===== config.mk =====
export PLATFORM = sky130hd
export DESIGN_NAME = tag_ctrl
export DESIGN_NICKNAME = d
export VERILOG_FILES = /design/src/tag_ctrl_pkg.sv /design/src/tag_ctrl.sv
export SDC_FILE = /design/constraint.sdc
export NUM_CORES = 1
export LEC_CHECK = 0
export ABC_AREA = 1
export BUFFER_PORTS_ARGS = -buffer_cell sky130_fd_sc_hd__buf_2
export CORE_MARGIN = 2
export CORE_UTILIZATION = 55
export CTS_CLUSTER_SIZE = 40
export DETAILED_ROUTE_END_ITERATION = 8
export GPL_TIMING_DRIVEN = 0
export PLACE_DENSITY = 0.84
export REMOVE_ABC_BUFFERS = 1
export SETUP_SLACK_MARGIN = 0.05
export SYNTH_ARGS = -nofsm -noshare
export SYNTH_HDL_FRONTEND = slang
export SYNTH_SLANG_ARGS = --single-unit

===== constraint.sdc =====
create_clock -name clk_i -period 1.7 [get_ports clk_i]
set_input_delay 0.085 -clock clk_i [delete_from_list [all_inputs] [get_ports clk_i]]
set_output_delay 0.085 -clock clk_i [all_outputs]
set_load 0.03 [all_outputs]

===== src/tag_ctrl_pkg.sv =====
// Constants and types for the cache-tag memory controller.
package tag_ctrl_pkg;
   localparam int ADDR_W = 13;
   localparam int DATA_W = 9;
   localparam int CLK_PERIOD_PS = 4000;
   // Times in picoseconds, cycle counts rounded as their kind requires.
   localparam int CLR_PULSE_PS = 25000;
   localparam int CLR_RECOV_PS = 3000;
   localparam int WRITE_PULSE_PS = 15000;
   localparam int ACCESS_PS = 25000;
   localparam int CLR_CYC =
      (CLR_PULSE_PS + CLK_PERIOD_PS - 1) / CLK_PERIOD_PS;
   localparam int RECOV_CYC =
      (CLR_RECOV_PS + CLK_PERIOD_PS - 1) / CLK_PERIOD_PS;
   localparam int WRITE_CYC =
      (WRITE_PULSE_PS + CLK_PERIOD_PS - 1) / CLK_PERIOD_PS;
   localparam int ACCESS_CYC =
      (ACCESS_PS + CLK_PERIOD_PS - 1) / CLK_PERIOD_PS;
   // Extra cycles that let the two-flop pin synchronisers settle.
   localparam int SYNC_CYC = 2;
   localparam int CNT_W = 4;
   localparam logic [1:0] OP_READ = 2'h0;
   localparam logic [1:0] OP_WRITE = 2'h1;
   localparam logic [1:0] OP_COMPARE = 2'h2;
   localparam logic [1:0] OP_CLEAR = 2'h3;
   typedef enum logic [2:0] {
      ST_IDLE, ST_SETUP, ST_STROBE, ST_WAIT, ST_SAMPLE, ST_RECOVER
   } phase_t;
endpackage : tag_ctrl_pkg


===== src/tag_ctrl.sv =====
// Host controller driving the cache-tag memory through its pins.
`timescale 1ns/1ps
`default_nettype none
module tag_ctrl (
   // Clock and reset.
   input wire logic clk_i,
   input wire logic rst_n_i,
   // Command port.
   input wire logic req_i,
   input wire logic [1:0] op_i,
   input wire logic [tag_ctrl_pkg::ADDR_W-1:0] addr_i,
   input wire logic [tag_ctrl_pkg::DATA_W-1:0] wdata_i,
   output logic ready_o,
   output logic done_o,
   output logic [tag_ctrl_pkg::DATA_W-1:0] rdata_o,
   output logic hit_o,
   // Device pins.
   output logic [tag_ctrl_pkg::ADDR_W-1:0] mem_addr_o,
   output logic [tag_ctrl_pkg::DATA_W-1:0] mem_data_o,
   output logic mem_data_oe_n_o,
   input wire logic [tag_ctrl_pkg::DATA_W-1:0] mem_data_i,
   output logic mem_cs_n_o,
   output logic mem_we_n_o,
   output logic mem_oe_n_o,
   output logic mem_clear_n_o,
   input wire logic match_i
);
   import tag_ctrl_pkg::*;

   // =========================================================
   // State
   typedef struct packed {
      phase_t phase;
      logic [1:0] op;
      logic [CNT_W-1:0] cnt;
      logic [ADDR_W-1:0] addr;
      logic [DATA_W-1:0] data;
      logic data_oe_n;
      logic cs_n;
      logic we_n;
      logic oe_n;
      logic clear_n;
      logic ready;
      logic done;
      logic [DATA_W-1:0] rdata;
      logic hit;
      logic [DATA_W-1:0] din_s1;
      logic [DATA_W-1:0] din_s2;
      logic match_s1;
      logic match_s2;
   } state_t;
   state_t s_reg, s_next;

   always_comb begin
      s_next = s_reg;
      s_next.done = 1'b0;
      s_next.cnt = (s_reg.cnt == '0) ? '0 : s_reg.cnt - 1'b1;
      // Two flops on each pin input; only the second one is read.
      s_next.din_s1 = mem_data_i;
      s_next.din_s2 = s_reg.din_s1;
      s_next.match_s1 = match_i;
      s_next.match_s2 = s_reg.match_s1;
      unique case (s_reg.phase)
         ST_IDLE: begin
            if (req_i) begin
               // Address moves only with both strobes high.
               s_next.addr = addr_i;
               s_next.data = wdata_i;
               s_next.op = op_i;
               s_next.ready = 1'b0;
               s_next.phase = ST_SETUP;
            end
         end
         ST_SETUP: begin
            s_next.phase = ST_STROBE;
            unique case (s_reg.op)
               OP_READ: begin
                  s_next.cs_n = 1'b0;
                  s_next.oe_n = 1'b0;
                  s_next.cnt = CNT_W'(ACCESS_CYC);
               end
               OP_WRITE: begin
                  // Data enable falls with both strobes, so the pins are never left floating.
                  s_next.data_oe_n = 1'b0;
                  s_next.cs_n = 1'b0;
                  s_next.we_n = 1'b0;
                  s_next.cnt = CNT_W'(WRITE_CYC);
               end
               OP_COMPARE: begin
                  s_next.data_oe_n = 1'b0;
                  s_next.cs_n = 1'b0;
                  s_next.cnt = CNT_W'(ACCESS_CYC);
               end
               OP_CLEAR: begin
                  s_next.clear_n = 1'b0;
                  s_next.cnt = CNT_W'(CLR_CYC);
               end
            endcase
         end
         ST_STROBE: begin
            if (s_reg.cnt == '0) begin
               s_next.phase = ST_WAIT;
               s_next.cnt = CNT_W'(SYNC_CYC);
            end
         end
         ST_WAIT: begin
            // Three extra cycles (SYNC_CYC plus one) cover the pin synchronisers.
            if (s_reg.cnt == '0) begin
               s_next.phase = ST_SAMPLE;
            end
         end
         ST_SAMPLE: begin
            if (s_reg.op == OP_READ) begin
               s_next.rdata = s_reg.din_s2;
            end
            if (s_reg.op == OP_COMPARE) begin
               s_next.hit = s_reg.match_s2;
            end
            s_next.cs_n = 1'b1;
            s_next.we_n = 1'b1;
            s_next.oe_n = 1'b1;
            s_next.clear_n = 1'b1;
            s_next.cnt = CNT_W'(RECOV_CYC);
            s_next.phase = ST_RECOVER;
         end
         ST_RECOVER: begin
            // Release data only after strobes; keeps inputs driven meanwhile.
            s_next.data_oe_n = 1'b1;
            if (s_reg.cnt == '0) begin
               s_next.done = 1'b1;
               s_next.ready = 1'b1;
               s_next.phase = ST_IDLE;
            end
         end
         default: s_next.phase = ST_IDLE;
      endcase
   end

   always_ff @(posedge clk_i) begin
      if (!rst_n_i) begin
         s_reg <= '{phase: ST_IDLE, op: OP_READ, cnt: '0, addr: '0,
                    data: '0, data_oe_n: 1'b1, cs_n: 1'b1, we_n: 1'b1,
                    oe_n: 1'b1, clear_n: 1'b1, ready: 1'b1, done: 1'b0,
                    rdata: '0, hit: 1'b0, din_s1: '0, din_s2: '0,
                    match_s1: 1'b1, match_s2: 1'b1};
      end else begin
         s_reg <= s_next;
      end
   end

   assign ready_o = s_reg.ready;
   assign done_o = s_reg.done;
   assign rdata_o = s_reg.rdata;
   assign hit_o = s_reg.hit;
   assign mem_addr_o = s_reg.addr;
   assign mem_data_o = s_reg.data;
   assign mem_data_oe_n_o = s_reg.data_oe_n;
   assign mem_cs_n_o = s_reg.cs_n;
   assign mem_we_n_o = s_reg.we_n;
   assign mem_oe_n_o = s_reg.oe_n;
   assign mem_clear_n_o = s_reg.clear_n;

   // =========================================================
   // Assertions
   a_addr_stable: assert property (
      @(posedge clk_i) disable iff (!rst_n_i)
      !$stable(mem_addr_o) |-> mem_we_n_o && mem_cs_n_o)
      else $error("address changed with a strobe active");
   a_no_contention: assert property (
      @(posedge clk_i) disable iff (!rst_n_i)
      !mem_oe_n_o && mem_we_n_o |-> mem_data_oe_n_o)
      else $error("host drove data during a device read");
   a_write_pair: assert property (
      @(posedge clk_i) disable iff (!rst_n_i)
      $fell(mem_we_n_o) |-> $fell(mem_cs_n_o) && !mem_data_oe_n_o)
      else $error("write strobe fell without select and data");
   a_clear_width: assert property (
      @(posedge clk_i) disable iff (!rst_n_i)
      $fell(mem_clear_n_o) |-> !mem_clear_n_o [*7])
      else $error("clear pulse too short");
   a_clear_recov: assert property (
      @(posedge clk_i) disable iff (!rst_n_i)
      $rose(mem_clear_n_o) |-> mem_we_n_o [*2])
      else $error("write strobe too soon after clear");
   a_write_width: assert property (
      @(posedge clk_i) disable iff (!rst_n_i)
      $fell(mem_we_n_o) |-> !mem_we_n_o [*4])
      else $error("write pulse too short");
   a_done_ready: assert property (
      @(posedge clk_i) disable iff (!rst_n_i)
      done_o |-> ready_o && mem_cs_n_o && mem_data_oe_n_o)
      else $error("done without idle pins");
   a_cmp_oe_high: assert property (
      @(posedge clk_i) disable iff (!rst_n_i)
      !mem_cs_n_o && !mem_data_oe_n_o && mem_we_n_o |-> mem_oe_n_o)
      else $error("output enable low during compare");
   a_read_quiet: assert property (
      @(posedge clk_i) disable iff (!rst_n_i)
      !mem_oe_n_o |-> mem_data_oe_n_o && mem_we_n_o && mem_clear_n_o)
      else $error("host active on the pins during a read");
   a_data_driven: assert property (
      @(posedge clk_i) disable iff (!rst_n_i)
      !mem_cs_n_o |-> !mem_data_oe_n_o || !mem_oe_n_o)
      else $error("data pins left floating while selected");
   a_clear_quiet: assert property (
      @(posedge clk_i) disable iff (!rst_n_i)
      !mem_clear_n_o |-> mem_we_n_o && mem_cs_n_o)
      else $error("strobe active during clear");
   a_write_hold: assert property (
      @(posedge clk_i) disable iff (!rst_n_i)
      !mem_we_n_o |-> !mem_data_oe_n_o && $stable(mem_addr_o)
         && $stable(mem_data_o))
      else $error("address or data moved during a write");
   a_done_pulse: assert property (
      @(posedge clk_i) disable iff (!rst_n_i)
      done_o |=> !done_o)
      else $error("done longer than one cycle");
   a_idle_pins: assert property (
      @(posedge clk_i) disable iff (!rst_n_i)
      ready_o |-> mem_cs_n_o && mem_we_n_o && mem_clear_n_o)
      else $error("strobe active while idle");
   a_match_sync: assert property (
      @(posedge clk_i) disable iff (!rst_n_i)
      !$stable(hit_o) |-> !$past(mem_cs_n_o) && !$past(mem_data_oe_n_o)
         && $past(mem_oe_n_o))
      else $error("hit changed outside a compare");

   // Covers for the main scenarios.
   c_write: cover property (@(posedge clk_i) $fell(mem_we_n_o));
   c_clear: cover property (@(posedge clk_i) $fell(mem_clear_n_o));
   c_hit: cover property (@(posedge clk_i) $rose(hit_o));
   c_miss: cover property (@(posedge clk_i) $fell(hit_o));
   c_read: cover property (@(posedge clk_i) $fell(mem_oe_n_o));
endmodule : tag_ctrl
`default_nettype wire


# Yosys cells after proc, flatten, opt, wreduce, memory -nomap -nowiden
# Cells that the tools add are included.
dict set report word_totals {
  input_bits 37
  reg_bits 68
  out_inout_bits 39
}
dict set report op_classes {
  n_reduce_logical 20
  n_mux 19
  eq_ne 17
  add_sub_neg 1
}
# operator n
set ops {}
lappend ops {{$pmux W3 S6} 1}
lappend ops {{$reduce_and A2 Y1} 9}
lappend ops {{$pmux W4 S2} 2}
lappend ops {{$ne A2 B2 Y1 const B} 7}
lappend ops {{$pmux W4 S3} 1}
lappend ops {{$mux W3} 3}
lappend ops {{$mux W4} 2}
lappend ops {{$eq A3 B2 Y1 const B} 2}
lappend ops {{$eq A3 B3 Y1 const B} 2}
lappend ops {{$mux W1} 6}
lappend ops {{$reduce_bool A2 Y1} 3}
lappend ops {{$reduce_or A3 Y1} 2}
lappend ops {{$mux W5} 1}
lappend ops {{$eq A2 B2 Y1 const B} 2}
lappend ops {{$logic_not A4 Y1} 1}
lappend ops {{$ne A2 B1 Y1 const B} 2}
lappend ops {{$pmux W1 S2} 2}
lappend ops {{$reduce_and A4 Y1} 1}
lappend ops {{$sub A4 B1 Y4 const B} 1}
lappend ops {{$eq A3 B1 Y1 const B} 1}
lappend ops {{$logic_not A3 Y1} 1}
lappend ops {{$reduce_and A3 Y1} 1}
lappend ops {{$eq A2 B1 Y1 const B} 1}
lappend ops {{$logic_not A2 Y1} 1}
lappend ops {{2 further kinds} 2}

# Depth between registers and ports, before layout
dict set report logic_depth {
  word_depth 4
  depth_mapped 9
  depth_no_buf 9
}

# Worst setup path before layout
# No wires, ideal clock.
dict set report synth_path {
  path_type {reg-to-reg}
  startpoint {reg s_reg[63] (netlist bit)}
  endpoint {reg s_reg (netlist bit rdata_o[4])}
  path_buffers 1
  path_slack_ns 0.627
  synth_period_minus_slack_ns 1.073
  setup_ns 0.132
  path_stages_with_launch 6
  arrival_time_ns 0.941
  required_time_ns 1.568
  path_cell_list {dfxtp_1 inv_1 ha_1 clkbuf_4 nand3_1 a21oi_1}
}
dict set report synth_between {
  elab_chain_len 2
}
# item line_no
set synth_rtl {}
lappend synth_rtl {{start: declaration} tag_ctrl.sv:52} ;# state_t s_reg, s_next;
lappend synth_rtl {{start signal: assignment} tag_ctrl.sv:141} ;# s_reg <= '{phase: ST_IDLE, op: OP_READ, cnt: '0, addr: '0,
lappend synth_rtl {{start signal: assignment} tag_ctrl.sv:147} ;# s_reg <= s_next;
lappend synth_rtl {{$logic_not A2 Y1} tag_ctrl.sv:113} ;# if (s_reg.op == OP_READ) begin
lappend synth_rtl {{$reduce_and A2 Y1 (no line)} -}
# Every way passes these cells.
# A chain may end at the register's enable or synchronous reset.

# Worst setup path after layout
dict set report layout_path {
  startpoint {reg s_reg[63] (netlist bit)}
  endpoint {reg s_reg (netlist bit rdata_o[6])}
}
# Same word-level chain as after synthesis.

==> impl_metrics.env <==
export IMPL_vias=2173
export IMPL_coreArea_um2=4723
export IMPL_pre_cts_slack_ps=-353.0
export IMPL_routabilityCongestion=0.8460
export IMPL_hold_path_cell_count=3
export IMPL_place_area_um2=2869
export IMPL_cp_end_kind="flop"
export IMPL_worst_slack_ps=241.6
export IMPL_min_delay_path_class="in2reg"
export IMPL_ctsRootBufferMaster="clkbuf_8"
export IMPL_min_period_over_period_pct=85.79
export IMPL_grt_pass1_wl_um=8135
export IMPL_synth_avg_cell_area_um2=7.905
export IMPL_p_per_area_nw_per_um2=1465
export IMPL_h_tree_depth=3
export IMPL_num_rows=25
export IMPL_netlist_area_um2=2711
export IMPL_synth_seq_cells=68
export IMPL_holdWs_ps=35.41
export IMPL_cts_sinks=68
export IMPL_seq_area_um2=1361
export IMPL_drive_gt1_share_pct=24.50
export IMPL_start_util_pct=57.40
export IMPL_ys_seq_area_share_pct=50.21
export IMPL_multi_input_area_um2=845.8
export IMPL_synthArstFlopShare_pct=0
export IMPL_grt_usage_pct=19.11
export IMPL_grt_overflow_total=0
export IMPL_wirelength_um=5053
export IMPL_grt_pass1_vias=1999
export IMPL_firstDrtPassIters=4
export IMPL_via_per_inst=4.653
export IMPL_fin_crit_ps=1458
export IMPL_antenna_found_initial=0
export IMPL_io_pin_count=76
export IMPL_rr_worst_depth=5
export IMPL_antenna_cells=0
export IMPL_ant_nets=0
export IMPL_path_class="reg2reg"
export IMPL_rsz0062_at_grt="false"
export IMPL_insertion_delay_ps=330
export IMPL_worstPathMaxFanout=11
export IMPL_fillers=395
export IMPL_die_area_um2=5507
export IMPL_arrival_ps=1650
export IMPL_total_power_mw=4.681
export IMPL_final_cell_area_um2=3194
export IMPL_cts_buffers=9
export IMPL_die_x_um=74.21
export IMPL_synthesis_instances=343
export IMPL_critPathLaunchType="flop"
export IMPL_relSlewSlack_pct=50.15
export IMPL_post_cts_buffers=0
export IMPL_status="completed"
export IMPL_clkTransAtPathRegs_ps=70
export IMPL_syn_to_final_growth_pct=17.81
export IMPL_leakage_nw=1.657
export IMPL_worst_pin_slew_ps=747.8
export IMPL_layout_nets=437
export IMPL_drc_errors=0
export IMPL_clk_path_buf_depth=2
export IMPL_routedWlPerCell_um=10.82
export IMPL_synth_cell_type_count=23
export IMPL_cts_tree="yes"
export IMPL_max_freq_mhz=685.7
export IMPL_required_ps=1900
export IMPL_largest_register_ffs=19
export IMPL_port_buffers=75
export IMPL_maxCapViolations=0
export IMPL_synth_edf_count=0
export IMPL_fp_dieH_um=74.21
export IMPL_finalMaxSlewViolations=0
export IMPL_fin_util_pct=67.63
export IMPL_drt_iter0_drc=108
export IMPL_ys_flop_type="dfxtp_1"
export IMPL_grt_max_degree=50
export IMPL_hold_viol=0
export IMPL_peakVddDrop_v=0.0007281
export IMPL_setup_viol=0
export IMPL_ys_warnings_count=0
export IMPL_dpl_hpwl_um=3253
export IMPL_skew_ps=9.669
## layout by cell type (no fill, tap or decap), drive strengths merged
master / netlist / final
nand3: 21 / 21
o211ai: 1 / 1
nand4: 1 / 1
a21oi: 37 / 37
dlygate4sd3: 0 / 10
o21ai: 28 / 28
clkbuf: 7 / 11
or2: 2 / 2
inv: 55 / 55
nor2: 15 / 15
buf: 37 / 75
nor3: 1 / 1
bufinv: 0 / 2
a31oi: 1 / 1
nand2: 63 / 63
dfxtp: 68 / 68
ha: 5 / 5
clkinv: 1 / 4
## report_power, final
group          leakage, nW  switching [mW]  internal, mW  total, mW
Clock                0.113           0.559         0.859       1.42
Sequential           0.560           0.136          1.83       1.97
Combinational        0.984           0.911         0.386       1.30
## Yosys cell counts, types with 2 or more instances
cell type	instances	share of area, %
nor2_1	14	1.9
buf_2	4	0.74
inv_1	53	7.3
dfxtp_1	68	50
or2_2	2	0.46
buf_4	32	8.9
clkbuf_1	6	0.83
a21oi_1	37	6.8
ha_1	5	2.3
o21ai_0	28	5.2
nand2_1	62	8.6
inv_2	2	0.28
nand3_1	20	3.7
## area by class of cell
type / count / share of cell area [%]
Multi-Input combinational cell: 175 / 26.48
Clock buffer: 11 / 4.426
Sequential cell: 68 / 42.62
Inverter: 56 / 6.620
Clock inverter: 5 / 2.350
Timing Repair Buffer: 85 / 14.88
Tap cell: 67 / 2.624
## worst max-delay path: stages, from the launching register on
cell     delay [ps]
dfxtp_1         340
inv_1           110
ha_1            470
nand2_2         230
nand2_1         110
a21oi_1          70
## cells by family (layout without fill, tap and decap cells)
kind of cell / Yosys count / count (layout) / synth area share (%)
AND/OR/NAND/NOR: 103 / 103 / 16.11
flip-flops: 68 / 68 / 50.21
AO/OA/AOI/OAI: 67 / 67 / 12.51
adder cells (fa/ha/maj): 5 / 5 / 2.307
buffers and inverters: 100 / 157 / 18.87
## routing by layer
metal | up-vias | routed length, um | GRT usage, % | part of all wire, %
li1 | 1135 | - | - | -
met1 | 973 | 2221 | 21.12 | 44
met2 | 59 | 2547 | 34.42 | 50
met3 | 6 | 227 | 3.930 | 4.5
met4 | 0 | 57 | 10.12 | 1.1
met5 | - | 0 | 0 | 0
## timing repair
action	CTS	global route
hold buffers	10	0
hold endpoints to repair	10	0
setup endpoints to repair	30	0
gates resized for setup	2	0
## metrics by stage
stage               cells  setup TNS (ps)
floorplan             299               0
global placement      441           -3502
detailed placement    441           -4742
CTS                   467               0
global route          467               0
finish                467               0
## final timing paths
| path | to | startpoint | slack (ps) |
|---|---|---|---|
| worst min-delay path | mem_addr_o[6] | addr_i[6] | 40 |
| worst min register to register | s_reg[0] | s_next[0] | 410 |
| worst max-delay path | rdata_o[6] | s_reg[63] | 240 |
| worst max register to register | rdata_o[6] | s_reg[63] | 240 |
Power figures use the tool's default switching activity.
